===== config.mk =====
export PLATFORM = sky130hd
export DESIGN_NAME = gepol_top
export DESIGN_NICKNAME = d
export VERILOG_FILES = /design/src/gepol_pkg.sv /design/src/gepol_edge.sv /design/src/gepol_top.sv
export VERILOG_INCLUDE_DIRS = /design/src
export SDC_FILE = /design/constraint.sdc
export NUM_CORES = 1
export LEC_CHECK = 0
export BUFFER_PORTS_ARGS = -buffer_cell sky130_fd_sc_hd__buf_2
export CAP_MARGIN = 20
export CELL_PAD_IN_SITES_DETAIL_PLACEMENT = 1
export CELL_PAD_IN_SITES_GLOBAL_PLACEMENT = 1
export CORE_MARGIN = 2
export CORE_UTILIZATION = 41
export CTS_BUF_LIST = sky130_fd_sc_hd__clkbuf_8
export DETAILED_ROUTE_END_ITERATION = 16
export PLACE_DENSITY_LB_ADDON = 0.1
export RECOVER_POWER = 50
export SLEW_MARGIN = 20
export SYNTH_ARGS = -nofsm -noshare
export SYNTH_HDL_FRONTEND = slang
export SYNTH_SLANG_ARGS = --single-unit

===== constraint.sdc =====
create_clock -name clk -period 2.8 [get_ports clk]
set_clock_uncertainty 0.1 [all_clocks]
set_input_delay 0.84 -clock clk [delete_from_list [all_inputs] [get_ports clk]]
set_output_delay 0.84 -clock clk [all_outputs]
set_load 0.03 [all_outputs]

===== src/gepol_cfg.svh =====
// constants for the gpio event edge polarity block
// assumes inclusion from gepol_pkg and the design modules
`ifndef GEPOL_CFG_SVH
`define GEPOL_CFG_SVH
`define GEPOL_NPINS 16
`define GEPOL_ADDR_W 8
`define GEPOL_OFF_POL 8'h00
`define GEPOL_OFF_GCTL 8'h04
`define GEPOL_OFF_STAT 8'h08
`define GEPOL_OFF_MASK 8'h0C
`define GEPOL_OFF_VAL 8'h10
`define GEPOL_GCTL_MODE_BIT 4
`define GEPOL_POL_RST 16'h0000
`define GEPOL_GCTL_RST 32'h00000000
`define GEPOL_MASK_RST 16'h0000
`endif


===== src/gepol_pkg.sv =====
// types for the gpio event edge polarity block
// assumes gepol_cfg.svh is on the include path
package gepol_pkg;
`include "gepol_cfg.svh"
    typedef logic [`GEPOL_NPINS-1:0] gepol_vec_t;
    typedef enum logic [0:0]
    {
        GEPOL_PASS = 1'b0,
        GEPOL_LOGIC = 1'b1
    } gepol_mode_t;
endpackage


===== src/gepol_edge.sv =====
// per-pin edge detector with selectable polarity
// assumes pins are already synchronous to clk
module gepol_edge
    import gepol_pkg::*;
(
    input wire logic clk,
    input wire logic reset,
    input wire logic pin,
    input wire logic falling,
    output logic edge_pulse
);
    logic prev_r;

    // previous sampled pin value
    always_ff @(posedge clk)
    begin
        if (reset)
            prev_r <= 1'b0;
        else
            prev_r <= pin;
    end

    // rising when polarity 0, falling when polarity 1
    always_comb
    begin
        if (falling)
            edge_pulse = prev_r & ~pin;
        else
            edge_pulse = ~prev_r & pin;
    end

    // a one-clock pulse only after the selected transition
    property p_pulse_cause;
        @(posedge clk) disable iff (reset)
        edge_pulse && !$past(reset) |->
            ($past(pin) != pin) && (pin == ~falling);
    endproperty
    a_pulse_cause: assert property (p_pulse_cause)
        else $error("edge pulse without matching transition");
endmodule


===== src/gepol_top.sv =====
// gpio event edge polarity: registers, edge events, interrupt
// assumes a plain strobe register port and synchronous pin inputs
// Function
// - sixteen polarity bits, one per pin event, at bits 15 to 0
// - polarity 0: event pulses high on pin rising edge
// - polarity 1: event pulses high on pin falling edge
// - polarity bit 0 only matters while event 0 mode select is 0
// - polarity bits 31 to 16 read zero, writes ignored
// - polarity applies to pass-through events only
// - mode bit 4: 0 pin 0 edge, 1 combined logic event
`include "gepol_cfg.svh"
module gepol_top
    import gepol_pkg::*;
(
    input wire logic clk,
    input wire logic reset,
    input wire logic [`GEPOL_ADDR_W-1:0] addr,
    input wire logic [31:0] wdata,
    input wire logic wr,
    input wire logic rd,
    output logic [31:0] rdata,
    input wire logic [`GEPOL_NPINS-1:0] io_pin_n,
    input wire logic combined_logic_event,
    output logic [`GEPOL_NPINS-1:0] pin_event_out,
    output logic irq
);
    // ***************************************************
    // registers
    // ***************************************************
    gepol_vec_t event_edge_polarity_r;
    logic [31:0] global_event_control_r;
    gepol_vec_t status_r;
    gepol_vec_t mask_r;
    gepol_vec_t edges;
    gepol_vec_t ev_nxt;
    gepol_mode_t mode;
    logic [31:0] rdata_nxt;

    assign mode = gepol_mode_t'(
        global_event_control_r[`GEPOL_GCTL_MODE_BIT]);

    // polarity register, upper half dropped
    always_ff @(posedge clk)
    begin
        if (reset)
            event_edge_polarity_r <= `GEPOL_POL_RST;
        else if (wr && addr == `GEPOL_OFF_POL)
            event_edge_polarity_r <= wdata[15:0];
    end

    // global control, only the mode bit is held
    always_ff @(posedge clk)
    begin
        if (reset)
            global_event_control_r <= `GEPOL_GCTL_RST;
        else if (wr && addr == `GEPOL_OFF_GCTL)
            global_event_control_r <=
                {27'h0000000, wdata[`GEPOL_GCTL_MODE_BIT], 4'h0};
    end

    // interrupt mask
    always_ff @(posedge clk)
    begin
        if (reset)
            mask_r <= `GEPOL_MASK_RST;
        else if (wr && addr == `GEPOL_OFF_MASK)
            mask_r <= wdata[15:0];
    end

    // ***************************************************
    // edge detection
    // ***************************************************
    genvar g;
    generate
        for (g = 0; g < `GEPOL_NPINS; g++)
        begin : g_pin
            gepol_edge u_edge
            (
                .clk(clk),
                .reset(reset),
                .pin(io_pin_n[g]),
                .falling(event_edge_polarity_r[g]),
                .edge_pulse(edges[g])
            );
        end
    endgenerate

    // event 0 source chosen by mode select
    always_comb
    begin
        ev_nxt = edges;
        if (mode == GEPOL_LOGIC)
            ev_nxt[0] = combined_logic_event;
    end

    // registered event outputs
    always_ff @(posedge clk)
    begin
        if (reset)
            pin_event_out <= '0;
        else
            pin_event_out <= ev_nxt;
    end

    // ***************************************************
    // interrupt status
    // ***************************************************
    // sticky, write one clears, set wins
    always_ff @(posedge clk)
    begin
        if (reset)
            status_r <= '0;
        else if (wr && addr == `GEPOL_OFF_STAT)
            status_r <= (status_r & ~wdata[15:0]) | pin_event_out;
        else
            status_r <= status_r | pin_event_out;
    end

    assign irq = |(status_r & mask_r);

    // ***************************************************
    // read port
    // ***************************************************
    always_comb
    begin
        rdata_nxt = 32'h00000000;
        case (addr)
            `GEPOL_OFF_POL: rdata_nxt = {16'h0000,
                event_edge_polarity_r};
            `GEPOL_OFF_GCTL: rdata_nxt = global_event_control_r;
            `GEPOL_OFF_STAT: rdata_nxt = {16'h0000, status_r};
            `GEPOL_OFF_MASK: rdata_nxt = {16'h0000, mask_r};
            `GEPOL_OFF_VAL: rdata_nxt = {16'h0000, io_pin_n};
            default: rdata_nxt = 32'h00000000;
        endcase
    end

    // read data valid the cycle after the strobe only
    always_ff @(posedge clk)
    begin
        if (reset)
            rdata <= 32'h00000000;
        else if (rd)
            rdata <= rdata_nxt;
        else
            rdata <= 32'h00000000;
    end

    // ***************************************************
    // checks
    // ***************************************************
    property p_rising;
        @(posedge clk) disable iff (reset)
        (event_edge_polarity_r[1] == 1'b0) && $rose(io_pin_n[1])
            |=> pin_event_out[1];
    endproperty
    a_rising: assert property (p_rising)
        else $error("missing rising edge event");

    property p_falling;
        @(posedge clk) disable iff (reset)
        (event_edge_polarity_r[1] == 1'b1) && $fell(io_pin_n[1])
            |=> pin_event_out[1];
    endproperty
    a_falling: assert property (p_falling)
        else $error("missing falling edge event");

    property p_logic_ev0;
        @(posedge clk) disable iff (reset)
        mode == GEPOL_LOGIC |=> pin_event_out[0] ==
            $past(combined_logic_event);
    endproperty
    a_logic_ev0: assert property (p_logic_ev0)
        else $error("event 0 not from logic event in logic mode");

    property p_upper_zero;
        @(posedge clk) disable iff (reset)
        rd && addr == `GEPOL_OFF_POL |=> rdata[31:16] == 16'h0000;
    endproperty
    a_upper_zero: assert property (p_upper_zero)
        else $error("polarity upper bits read nonzero");

    property p_pol_write;
        @(posedge clk) disable iff (reset)
        wr && addr == `GEPOL_OFF_POL |=>
            event_edge_polarity_r == $past(wdata[15:0]);
    endproperty
    a_pol_write: assert property (p_pol_write)
        else $error("polarity write not stored");

    property p_one_clock;
        @(posedge clk) disable iff (reset)
        pin_event_out[2] |=> !pin_event_out[2];
    endproperty
    a_one_clock: assert property (p_one_clock)
        else $error("pin event longer than one clock");

    property p_no_edge_no_event;
        @(posedge clk) disable iff (reset)
        ##1 $stable(io_pin_n[3]) |=> !pin_event_out[3];
    endproperty
    a_no_edge_no_event: assert property (p_no_edge_no_event)
        else $error("event without pin transition");

    property p_sticky;
        @(posedge clk) disable iff (reset)
        pin_event_out[5] |=> status_r[5];
    endproperty
    a_sticky: assert property (p_sticky)
        else $error("status bit not set by event");

    // write one clears a status bit when no event sets it
    property p_clear;
        @(posedge clk) disable iff (reset)
        wr && addr == `GEPOL_OFF_STAT && wdata[6] && !pin_event_out[6]
            |=> !status_r[6];
    endproperty
    a_clear: assert property (p_clear)
        else $error("status bit not cleared by write one");

    // read data zero outside the cycle after a read
    property p_idle_rdata;
        @(posedge clk) disable iff (reset)
        !rd |=> rdata == 32'h00000000;
    endproperty
    a_idle_rdata: assert property (p_idle_rdata)
        else $error("read data outside the read cycle");
endmodule


Word-level counts from Yosys, hierarchy flattened
Index checks and enable logic that the tools add are counted.
{"block": "word_totals", "output_inout_bits": 49, "regBits": 113, "in_bits": 61}
{"block": "classes", "n_reduce_logical": 7, "bitwise": 70, "n_eq_ne": 4, "n_mux": 19}
{"cell": "case mux 16 bit (5 select lines)", "n": 1}
{"cell": "NOT 1 bit", "n": 33}
{"cell": "AND 1 bit", "n": 32}
{"cell": "AND 16 bit", "n": 2}
{"cell": "OR 16 bit", "n": 2}
{"cell": "two-way mux 1 bit", "n": 17}
{"cell": "equality test 8 x 4 -> 1 bit (second input constant)", "n": 2}
{"cell": "two-way mux 16 bit", "n": 1}
{"cell": "NOT 16 bit", "n": 1}
{"cell": "OR reduction 16 bit", "n": 1}
{"cell": "equality test 8 x 3 -> 1 bit (second input constant)", "n": 1}
{"cell": "equality test 8 x 5 -> 1 bit (second input constant)", "n": 1}
{"cell": "zero test 8 bit", "n": 1}
{"cell": "logical AND 1 bit", "n": 4}
{"cell": "OR reduction 2 bit", "n": 1}

Logic depth before layout (Yosys ltp)
Gate-level depths: netlist of run 1.
{"block": "depth", "depth_word": 4, "mapped_depth": 6, "mapped_depth_nobuf": 3}

By module
A second synthesis of run 1 with hierarchy kept.
{"block": "hier_totals", "hier_cells": 516, "hier_area_um2": 4670.7}
{"module": "gepol_top", "area_per_inst_um2": 3890.0, "cells_each": 436, "instances": 1, "seq_area_each_um2": 1621.6}
{"module": "gepol_edge", "area_per_inst_um2": 48.8, "cells_each": 5, "instances": 16, "seq_area_each_um2": 20.0}

Worst setup path before layout of run 1
OpenSTA, ideal clock, no wires.
{"block": "synth_path", "path_type": "input -> register", "start": "input addr[4]", "end": "register mask_r[10]", "path_slack_ps": 326, "arrival_ps": 2255, "stages": 6, "required_time_ps": 2580, "setup_ps": 120, "path_cell_list": "buf_6 > or4b_4 > buf_6 > or3_4 > buf_6 > mux2i_1"}
{"block": "synth_between", "elab_chain_len": 2}
{"element": "start, declared", "line": "gepol_top.sv:17", "source": "input wire logic [`GEPOL_ADDR_W-1:0] addr,"}
{"element": "equality test 8 x 4 -> 1 bit"}
{"element": "logical AND 1 bit (no source line)"}
{"element": "end signal, assigned", "line": "gepol_top.sv:65", "source": "mask_r <= `GEPOL_MASK_RST;"}
{"element": "end signal, assigned", "line": "gepol_top.sv:67", "source": "mask_r <= wdata[15:0];"}
{"element": "end, declared", "line": "gepol_top.sv:33", "source": "gepol_vec_t mask_r;"}
No other way between the ends.
A chain may end at the register's enable or synchronous reset.

Final worst setup path of run 1
{"block": "layout_path", "start": "register status_r[9]", "end": "output irq"}
{"block": "layout_between", "elab_chain_len": 2}
{"element": "start, declared", "line": "gepol_top.sv:32", "source": "gepol_vec_t status_r;"}
{"element": "start signal, assigned", "line": "gepol_top.sv:114", "source": "status_r <= (status_r & ~wdata[15:0]) | pin_event_out;"}
{"element": "start signal, assigned", "line": "gepol_top.sv:116", "source": "status_r <= status_r | pin_event_out;"}
{"element": "AND 16 bit", "line": "gepol_top.sv:119", "source": "assign irq = |(status_r & mask_r);"}
{"element": "OR reduction 16 bit", "line": "gepol_top.sv:119"}
{"element": "end, declared", "line": "gepol_top.sv:25", "source": "output logic irq"}
No other way between the ends.

==> results of run 1 <==
## power by group through the flow
stage | Clock (mW) | Combinational [mW] | Sequential, mW
floorplan | 0 | 0.190 | 1.50
finish | 0.953 | 0.294 | 1.45
CTS | 0.976 | 0.299 | 1.45
global placement | 0 | 0.292 | 1.48
detailed placement | 0 | 0.297 | 1.48
global route | 1.03 | 0.323 | 1.45
## sequential cells by signal, summed over array words and instances, names as in the netlist
| signal | count |
|---|---|
| event_edge_polarity_r | 16 |
| global_event_control_r | 1 |
| g_pin.u_edge.prev_r | 16 |
| pin_event_out | 16 |
| rdata | 16 |
| mask_r | 16 |
| status_r | 16 |
## cells in the mapped netlist (2+ instances only)
master and instances:
sky130_fd_sc_hd__a21oi_1 47, sky130_fd_sc_hd__a221oi_1 5, sky130_fd_sc_hd__a22o_1 4, sky130_fd_sc_hd__a22oi_1 16, sky130_fd_sc_hd__buf_1 2, sky130_fd_sc_hd__buf_4 16
sky130_fd_sc_hd__buf_6 3, sky130_fd_sc_hd__clkbuf_1 24, sky130_fd_sc_hd__dfxtp_1 97, sky130_fd_sc_hd__inv_1 33, sky130_fd_sc_hd__mux2_2 16, sky130_fd_sc_hd__mux2i_1 33
sky130_fd_sc_hd__nand2_1 2, sky130_fd_sc_hd__nand2b_1 50, sky130_fd_sc_hd__nand3_1 3, sky130_fd_sc_hd__nand3b_1 31, sky130_fd_sc_hd__nor2_1 4, sky130_fd_sc_hd__nor2b_1 19
sky130_fd_sc_hd__nor3_1 2, sky130_fd_sc_hd__nor4b_1 2, sky130_fd_sc_hd__o41ai_1 16, sky130_fd_sc_hd__or3b_2 14
## cells by family after synthesis
| family | count (synthesis) | share of synthesized area [%] |
|---|---|---|
| buffers and inverters | 79 | 8.76 |
| flip-flops | 97 | 44.7 |
| AND/OR/NAND/NOR | 135 | 21.2 |
| multiplexers | 49 | 11.8 |
| AO/OA/AOI/OAI | 90 | 13.5 |
| other | 1 | 0.0863 |
## repair_timing
action,in CTS,in global routing
resized for setup,0,1
hold endpoints to repair,0,0
endpoints found under the setup margin,0,1
## area by class of cell
type	count	area, µm²	share of cell area (%)
Timing Repair Buffer	93	490	9.78
Sequential cell	97	1940	38.7
Inverter	33	124	2.47
Clock buffer	11	151	3.02
Multi-Input combinational cell	290	2080	41.6
Clock inverter	4	52.6	1.05
Tap cell	136	170	3.39
## layer usage
layer	vias to the layer above	global-route usage, %	part of all wire [%]
met5	-	0	0
met4	0	5.19	0.61
met3	6	4.50	3.9
met2	68	37.0	51
met1	1662	27.4	44
li1	1688	-	-
## layout by cell type (no fill, tap or decap), types with 19 or more instances in the layout
cell type | Yosys | layout
sky130_fd_sc_hd__dfxtp_1 | 97 | 97
sky130_fd_sc_hd__buf_2 | 1 | 52
sky130_fd_sc_hd__nand2b_1 | 50 | 50
sky130_fd_sc_hd__a21oi_1 | 47 | 47
sky130_fd_sc_hd__inv_1 | 33 | 33
sky130_fd_sc_hd__mux2i_1 | 33 | 33
sky130_fd_sc_hd__nand3b_1 | 31 | 31
sky130_fd_sc_hd__clkbuf_1 | 24 | 26
sky130_fd_sc_hd__nor2b_1 | 19 | 19
## worst max-delay path, stage by stage (launching register included)
cell	delay (ns)
sky130_fd_sc_hd__dfxtp_1	0.34
sky130_fd_sc_hd__a22o_1	0.26
sky130_fd_sc_hd__a221oi_2	0.27
sky130_fd_sc_hd__nand4_1	0.19
sky130_fd_sc_hd__buf_2	0.22
## worst max-delay path by stage
stage,from,endpoint
floorplan,addr[4],mask_r[10]
detailed placement,addr[4],status_r[4]
global route,reset,global_event_control_r[4]
finish,status_r[9],irq
global placement,addr[4],mask_r[1]
CTS,status_r[9],irq
==> results summary, run 1 <==
The number of max-slew violations in the final report was 98. A synthesized cell averages 9.63 µm². The largest total area in the synthesized netlist belongs to sky130_fd_sc_hd__dfxtp_1. The quantity of I/O buffers inserted on ports is 77. For this run, the leading register cell type out of synthesis is sky130_fd_sc_hd__dfxtp_1. The CTS tree is built. The clock tree root buffer cell is sky130_fd_sc_hd__clkbuf_8. Global routing used 21.4% of the available tracks across all layers. The arrival time of data at the critical path endpoint came out at 1.64 ns.

The net switching power is 0.698 mW. Pin placement for this block handled 110 I/O pins. The initial core utilization is 42.1%.

The minimum clock period after layout is 2.58 ns. The post-route fraction of the period consumed by the critical path came out at 92.1%. STA classifies the critical path endpoint as an output pin.

The largest driver fanout on the critical path is 3. By area the synthesized netlist is led by sky130_fd_sc_hd__dfxtp_1 45%, sky130_fd_sc_hd__mux2i_1 7.6%, sky130_fd_sc_hd__nand2b_1 7.2%. At the end of routability-driven placement, the weighted congestion stood at 0.730.

The synthesized instance count came out at 451. The detailed placer's ending HPWL is 7920 µm. In this run, the number of DRC markers left after iteration 0 of detailed routing was 119. The number of hold-repair buffers added at the cts stage came out at 0. For hold timing, the worst endpoint is status_r[15]. The initialized floorplan defines 37 standard-cell rows.

The worst setup path is launched from a flip-flop. The layout overhead on the synthesized area is 15.4%. The net switching share of the total power came out at 25.9%.

The first-pass GRT wire length came out at 19,100 µm. Setup slack on the critical path of the routed design comes to 0.220 ns. The placeable core region came out at 10,300 µm². The routed layout has 3,424 vias. In this run, placement finished with an instance count of 649. The required time reported for the critical path endpoint came out at 1.86 ns.

The sequential fraction of design power came out at 53.7%. The share of synthesized area occupied by flip-flops and latches is 44.7%. The startpoint identified for the worst register-to-register timing path is event_edge_polarity_r[3].

The cell depth of the worst hold path is 2. The worst vdd rail ir drop is 0.268 mV. The total negative slack is 0 ns. In this run the cell area measured after placement is 4860 µm². The worst hold slack after final layout is 0.353 ns. The internal power summed over all cells is 2.00 mW.

The utilization of the core after routing came out at 48.6%. The number of max-cap violations is 1. With fillers left out, the area of the finished cells amounts to 5010 µm².

The checks that failed: capacitance limit, slew limit. The post-CTS setup buffer count is 0. The power density over cell area came out at 537 nW/µm².

The area fraction of the dominant cell type after synthesis came out at 44.7%. The post-synthesis instance area came out at 4340 µm². The slack of the worst reg-to-reg path came out at 1.63 ns. The via count of the first global-routing pass came out at 3,599.

The final wirelength is 11,500 µm. The startpoint identified for the worst hold timing path is pin_event_out[15]. Of the total power, the clock network draws 35.4%. The floorplan die width is 107 µm. The unique cell type count in the Yosys netlist is 34. In this run the critical register-to-register path is captured at rdata[3].

The number of DRC violations after detailed routing is 0. The die height came out at 107 µm. The post-layout total power is 2.69 mW. The placement-stage worst setup slack came out at 0.260 ns. After the last flow step, the layout net total stands at 585. The number of filler cells placed in the layout came out at 1,238.

Once layout is complete, the cells apart from fillers number 664. Setup repair after global routing left no endpoint under its margin. During synthesis, Yosys emitted a total of 0 warnings.

Measured in cells, the most critical reg-to-reg path has a length of 3. The number of search-and-repair iterations in the first detailed-routing pass came out at 4. The via density per instance is 5.16. At the pin with the least slew margin, the transition time is 1.67 ns. The clock transition time at the flip-flop clock pins of the worst setup and hold paths came out at 0.10 ns. Clock latency on the worst-skew pair, taken at its later pin, is 0.36 ns. In the final layout, the share of cells above drive strength 1 is 22.0%. The repair_antennas step left the layout with diodes totalling 0. The deepest level of the CTS H-tree is 3.

The leftover overflow at the end of global routing is 0. The wire length per cell came out at 17.3 µm. The class of the most critical setup path is flip-flop to output pin. The total CTS buffers came out at 9. The achievable frequency came out at 388 MHz. The share of async-settable or async-resettable flops after synthesis is 0%. The maximum number of pins on one net before global-route repair came out at 98.

The run finished, with violations left. The final number of setup-violating endpoints came out at 0. The analysis attributes to cell leakage a power of 2.01 nW. The number of clock sinks seen by CTS came out at 97. The floorplan die area came out at 11,400 µm².

In this run the tightest slew margin relative to its limit is -11.3%. The total of flip-flops plus latches after synthesis is 97. The final-report hold violation count came out at 0. The post-detailed-route count of antenna-violating nets came out at 0. The combinational share of power is 10.9%. The number of antenna violations at the first check in global routing came to 0.

Yosys mapped a number of flops with a built-in enable equal to 0. The maximum buffer depth of the clock tree came out at 2. The type of the tightest min-delay check is flip-flop to flip-flop.
No activity file was read; power rests on OpenSTA's default activity.
==> inputs of run 2 (changes only) <==
Settings changed: BUFFER_PORTS_ARGS -buffer_cell sky130_fd_sc_hd__buf_2 to -buffer_cell sky130_fd_sc_hd__buf_4.
Clock period 2.8 ns to 2.4 ns, I/O delays scaled along.
==> run 2 against run 1 <==
Worst setup slack worse by 0.27 ns. Clock power is 23% higher. Critical path depth stayed put. Largest cell class unchanged. Final cell count is 0.45% higher. Routed wire length is 0.53% lower. The run ends with capacitance limit, slew limit, setup timing left. Largest power group unchanged. Global-route usage is 0.55 points lower. Highest routed layer unchanged. Clock-buffer cell count is 2 lower. Die area stayed put.
==> results summary, run 2 (synthesized netlist as in run 1, its figures left out) <==
The floorplan die width came out at 107 µm (unchanged). The total negative slack came out at -0.0502 ns (-0.0502 ns). The maximum buffer depth of the clock tree was 2 (unchanged).

The maximum number of pins on one net before global-route repair is 98 (unchanged). The worst max-slew margin expressed relative to the limit is -11.8% (-0.54 points). The final-report hold violation count is 0 (unchanged). The number of clock sinks seen by CTS is 97 (unchanged).

The clock latency at the later pin of the worst-skew pair was 0.37 ns (about the same). The number of max-slew violations in the final report is 98 (unchanged). Setup repair after global routing could not meet its margin everywhere.

The placement-stage worst setup slack is 0.0371 ns (-0.223 ns). The area of the multi-input gates is 2090 µm² (+0.30%). The placer congestion estimate is 0.769 (+5.3%). STA classifies the critical path startpoint as a flip-flop.

The via count of the first global-routing pass is 3,614 (+0.42%). The leftover overflow at the end of global routing is 0 (unchanged). The via density per instance came out at 5.20 (+0.77%).

The achievable frequency came out at 408 MHz. The number of DRC violations after detailed routing was 0 (unchanged). TritonCTS built the clock tree.

The detailed router's first-iteration violation count is 133 (+12%). The cell sitting at the root of the clock tree is a sky130_fd_sc_hd__clkbuf_8. The final number of setup-violating endpoints is 1 (+1). The detailed placer's ending HPWL was 7950 µm (+0.36%).

The I/O pin total came out at 110 (unchanged). The floorplan die area came out at 11,400 µm² (unchanged). The area growth from synthesis to layout is 19.0%. The post-detailed-route count of antenna-violating nets is 0 (unchanged).

The most critical setup path has its startpoint at mask_r[9]. The flow ran to the end, but the final reports show violations. The slew at the pin closest to its max-slew limit is 1.68 ns (+0.00814 ns). The number of search-and-repair iterations in the first detailed-routing pass is 5 (+1). The total number of placement rows came out at 37 (unchanged). In the layout the commonest cells are 96 x sky130_fd_sc_hd__dfxtp_1, 65 x sky130_fd_sc_hd__buf_4, 50 x sky130_fd_sc_hd__nand2b_1. The die height came to 107 µm (unchanged).

The net count reported at finish came out at 587 (+0.34%). The flip-flop and latch area came out at 1940 µm² (about the same). The first-pass GRT wire length is 18,300 µm (-4.3%).

The arrival time of data at the critical path endpoint came out at 1.63 ns (about the same). The final worst-path setup slack came out at -0.0502 ns (-0.271 ns). The tightest min-delay check is of the flip-flop to flip-flop type. The clock transition time at the flip-flop clock pins of the worst setup and hold paths came to 0.09 ns (about the same).

The element type at the critical path end is an output pin. The reported leakage power came to 2.06 nW (+2.2%). The power density over cell area was 624 nW/µm² (+16%). The total routing resource utilization after global routing is 20.9% (-0.55 points). The initial core utilization came out at 42.1% (unchanged). The final wirelength is 11,400 µm (-0.53%). The end of the worst register-to-register path is pin_event_out[8]. The worst vdd rail ir drop came out at 0.335 mV (+25%). Following the worst setup path forward leads to its endpoint at irq. The global-route met1 utilization is 26.5% (-0.93 points). Subtracting the final worst setup slack from the clock period gives 2.45 ns. The post-route cell area is 5170 µm² (+3.1%). The number of antenna violations at the first check in global routing came out at 0 (unchanged). The post-layout total power is 3.23 mW (+20%).

The slack of the worst reg-to-reg path came out at 1.23 ns (-0.40 ns). The placeable core region came out at 10,300 µm² (unchanged). The largest driver fanout on the critical path is 3 (unchanged). The required time reported for the critical path endpoint was 1.58 ns (-0.28 ns). The post-route fraction of the period consumed by the critical path came out at 102%.

The utilization of the core after routing was 50.1% (+1.5 points). The most frequent standard cell in the layout excluding fill and tap cells is sky130_fd_sc_hd__dfxtp_1. The number of hold-repair buffers added at the cts stage came out at 0 (unchanged).

The wire length per cell came to 17.2 µm (-0.98%). The number of max-cap violations came out at 1 (unchanged). The instance count after placement with tap cells included came out at 651 (+0.31%). The placement-stage cell area came to 5050 µm² (+4.0%). The total CTS buffers came out at 9 (unchanged). In this run the critical register-to-register path is launched from event_edge_polarity_r[8]. The number of antenna repair diodes is 0 (unchanged). The met2 capacity usage during global routing is 36.2% (-0.77 points). The worst hold slack after final layout is 0.352 ns (-0.000834 ns).

The number of filler cells placed in the layout is 1,239 (+0.081%). The critical path is of the flip-flop to output pin type. The deepest level of the CTS H-tree came out at 3 (unchanged). The number of standard cells in the final layout excluding fillers came out at 667 (+0.45%).

The met3 global-route usage is 3.04% (-1.5 points). The number of cell instances on the worst register-to-register path came out at 2 (-1). The detailed-route via count came out at 3,466 (+1.2%). The ratio of cells with drive above 1 in the final layout came out at 22.6% (+0.63 points).

The quantity of I/O buffers inserted on ports came out at 77 (unchanged). In this run the most used layer during global routing was met2. The checks that failed: capacitance limit, slew limit, setup timing. The post-CTS setup buffer count is 0 (unchanged).
## run 2: cell count changes in the layout (fill, tap and decap cells not counted), moves of 2 or more
| cell | change |
|---|---|
| sky130_fd_sc_hd__buf_2 | -52 |
| sky130_fd_sc_hd__clkinvlp_4 | +2 |
| sky130_fd_sc_hd__buf_4 | +54 |
| sky130_fd_sc_hd__clkbuf_8 | -2 |
| sky130_fd_sc_hd__clkinv_4 | -2 |
## run 2: per-layer routing
metal / vias up / share of wire (%)
li1: 1694 / -
met1: 1686 / 44
met2: 75 / 50
met3: 11 / 4.0
met4: 0 / 1.4
met5: - / 0
## run 2: where the power goes
part	total [mW]	internal [mW]	switching (mW)	leakage, nW
sequential	1.69	1.66	0.0321	0.793
combinational	0.366	0.158	0.208	1.16
clock	1.17	0.587	0.587	0.106
total	3.23	2.40	0.827	2.06
## run 2: worst max-delay path: stages (launching register included)
cell and delay, ns:
sky130_fd_sc_hd__dfxtp_2 0.34, sky130_fd_sc_hd__a22o_1 0.26, sky130_fd_sc_hd__a221oi_2 0.27, sky130_fd_sc_hd__nand4_1 0.20, sky130_fd_sc_hd__buf_6 0.19
## run 2: cell type report
cell class,count,share of cell area [%]
clock buffers,9,2.40
multi-input cells,290,40.4
well taps,136,3.29
repair buffers,95,12.1
flip-flops and latches,97,37.6
inverters,33,2.40
clock inverters,7,1.81
## run 2: repair_timing
action / CTS / global route
pin swaps: 2 / 0
resized for setup: 3 / 1
endpoints found under the setup margin: 1 / 1
## run 2: worst min-delay path by stage
stage               cells after the start                    start                 to  slack [ns]
floorplan                               2  g_pin[10].u_edge.prev_r  pin_event_out[10]        0.35
global placement                        2        pin_event_out[15]       status_r[15]        0.34
detailed placement                      2         pin_event_out[3]        status_r[3]        0.34
CTS                                     2         pin_event_out[3]        status_r[3]        0.36
global route                            2        pin_event_out[15]       status_r[15]        0.39
finish                                  2        pin_event_out[15]       status_r[15]        0.35
==> inputs of run 3 (changes only) <==
Settings changed: CORE_ASPECT_RATIO set to 0.75, CORE_UTILIZATION 41 to 35, SLEW_MARGIN 20 to not set.
==> run 3 against run 2 <==
The run ends with capacitance limit, slew limit left. Global-route usage shrank 3.1 points. First-iteration DRC count rose by 9.8%. Hold slack got worse by 0.0076 ns. Power shrank 1.9%. Clock-buffer cell count grew 1. Sequential power about the same. Core utilization decreased by 7.4 points. Worst setup slack improved by 0.066 ns. Critical path depth stayed put. Die area is 17% higher. Combinational power is 1% higher. Final cell count increased by 4.5%. Largest power group unchanged. Highest routed layer unchanged.
==> results summary, run 3 (synthesized netlist as in run 1, its figures left out) <==
The flow ran to the end, but the final reports show violations. The final reports fail on capacitance limit, slew limit. The instance count after placement with tap cells included came out at 681 (+4.6%).

The worst max-slew margin expressed relative to the limit came out at -2.00% (+9.8 points). The number of clock sinks seen by CTS came out at 97 (unchanged). The achievable frequency came out at 419 MHz (+2.8%). The post-route cell area came to 5210 µm² (+0.80%).

The I/O pin total is 110 (unchanged). The post-route fraction of the period consumed by the critical path came out at 99.3% (-2.8 points). The maximum cell stage delay along the critical path came out at 0.35 ns (about the same). The maximum buffer depth of the clock tree was 2 (unchanged). The kind of start point of the critical path is a flip-flop.

The final wirelength is 11,800 µm (+2.8%). The detailed placer's ending HPWL is 8110 µm (+1.9%). The reported leakage power came to 2.07 nW (+0.65%). The total negative slack is 0 ns (+0.0502 ns). The number of DRC violations after detailed routing is 0 (unchanged).

The leftover overflow at the end of global routing came to 0 (unchanged). The final-report hold violation count was 0 (unchanged). The via density per instance came out at 4.93 (-5.1%). The placeable core region is 12,200 µm² (+18%). The first-pass GRT wire length is 18,400 µm (+0.64%). The clock latency at the later pin of the worst-skew pair came out at 0.37 ns (about the same). The placement-stage cell area is 5090 µm² (+0.74%). The number of antenna repair diodes is 0 (unchanged). The slew at the pin closest to its max-slew limit is 1.53 ns (-0.148 ns). The number of max-cap violations came out at 1 (unchanged). The die height was 100 µm (-6.0%). The number of standard cells in the final layout excluding fillers came to 697 (+4.5%). TritonCTS built the clock tree.

Setup repair after global routing could not meet its margin everywhere. The number of max-slew violations in the final report is 98 (unchanged). The post-detailed-route count of antenna-violating nets is 0 (unchanged). The via count of the first global-routing pass came out at 3,472 (-3.9%). The floorplan die area was 13,300 µm² (+17%). The largest driver fanout on the critical path was 3 (unchanged).

The worst hold slack after final layout came out at 0.344 ns (-0.00761 ns). The sum of buffers and inverters on the critical path is 1 (unchanged). The minimum clock period after layout is 2.38 ns (-0.0661 ns). The total routing resource utilization after global routing came out at 17.8% (-3.1 points). The ratio of cells with drive above 1 in the final layout is 23.5% (+0.94 points). The final worst-path setup slack is 0.0159 ns (+0.0661 ns). Walking the worst path, the cells encountered are a22o_1, a221oi_2, nand4_1, buf_6.

The worst setup path is captured at an output pin. The critical path is of the flip-flop to output pin type. The quantity of I/O buffers inserted on ports is 77 (unchanged). The total number of placement rows is 35 (-5.4%). The clock transition time at the flip-flop clock pins of the worst setup and hold paths came out at 0.10 ns (about the same). The utilization of the core after routing is 42.7% (-7.4 points). The post-CTS setup buffer count is 0 (unchanged). The deepest level of the CTS H-tree came out at 3 (unchanged). The met1 wire length came out at 5720 µm (+13%). The detailed router's first-iteration violation count is 146 (+9.8%). Grouping stages by cell kind, the critical path spends the most delay in compound AO/OA/AOI/OAI gates. The placer congestion estimate is 0.770 (+0.20%). Leaving out fill and tap cells, the most frequent cell in the layout is sky130_fd_sc_hd__dfxtp_1.

The library cells used most frequently in the layout, excluding fill and tap cells, are 95 x sky130_fd_sc_hd__dfxtp_1, 68 x sky130_fd_sc_hd__buf_4, 50 x sky130_fd_sc_hd__nand2b_1. The routed length on met2 came to 5510 µm (-4.4%). Among all stages on the critical path, the largest delay is contributed by sky130_fd_sc_hd__dfxtp_1. The power density over cell area was 608 nW/µm² (-2.7%). The worst vdd rail ir drop was 0.286 mV (-15%). The number of search-and-repair iterations in the first detailed-routing pass was 4 (-1). The required time reported for the critical path endpoint was 1.58 ns (about the same).

The wire length per cell was 16.9 µm (-1.6%). The net count reported at finish came out at 587 (unchanged). The number of hold-repair buffers added at the cts stage came out at 0 (unchanged). The final number of setup-violating endpoints is 0 (-1).

The placement-stage worst setup slack came out at 0.0335 ns (-0.00362 ns). The highest metal layer with signal wires is met4. The type of the tightest min-delay check is flip-flop to flip-flop. The arrival time of data at the critical path endpoint is 1.56 ns (-0.07 ns). The layout overhead on the synthesized area is 20.0%. The post-layout total power came out at 3.17 mW (-1.9%). The floorplan die width came out at 133 µm (+24%).

The detailed-route via count is 3,438 (-0.81%). The cell sitting at the root of the clock tree is a sky130_fd_sc_hd__clkbuf_8. The initial core utilization was 35.6% (-6.5 points). The total CTS buffers is 9 (unchanged).

The number of antenna violations at the first check in global routing is 0 (unchanged). The maximum number of pins on one net before global-route repair came out at 98 (unchanged). The detailed route wirelength on metal3 is 411 µm (-9.1%).
==> run 3: layout make-up <==
class	count	area, µm²
Tap cell	166	208
Fill cell	1405	7010
Sequential cell	97	1940
Clock buffer	10	138
Clock inverter	6	65.1
Timing Repair Buffer	95	637
Multi-Input combinational cell	290	2100
Inverter	33	124
==> run 3: final timing paths <==
kind,slack [ns],end,from,depth (start not counted)
worst max-delay path,0.02,irq,status_r[8],4
worst min-delay path,0.34,status_r[13],pin_event_out[13],2
worst max register to register,1.23,pin_event_out[10],event_edge_polarity_r[10],2
worst min register to register,0.34,status_r[13],pin_event_out[13],2
==> run 3: where the power goes <==
part,switching [mW],internal (mW)
Clock,0.592,0.515
Combinational,0.211,0.160
Sequential,0.0333,1.66
==> run 3: timing repair <==
item / CTS / global route
resized for setup: 6 / 0
endpoints found under the setup margin: 1 / 1
pin swaps: 2 / 2
==> run 3: tightest hold or removal path, cell delays in order, from the launching register on <==
cell and delay (ns):
sky130_fd_sc_hd__dfxtp_1 0.32, sky130_fd_sc_hd__inv_1 0.05, sky130_fd_sc_hd__a21oi_1 0.05
==> run 3: layer usage <==
metal / track usage [%] / vias up
li1: - / 1693
met1: 23.6 / 1669
met2: 29.6 / 66
met3: 4.12 / 10
met4: 4.22 / 0
met5: 0 / -
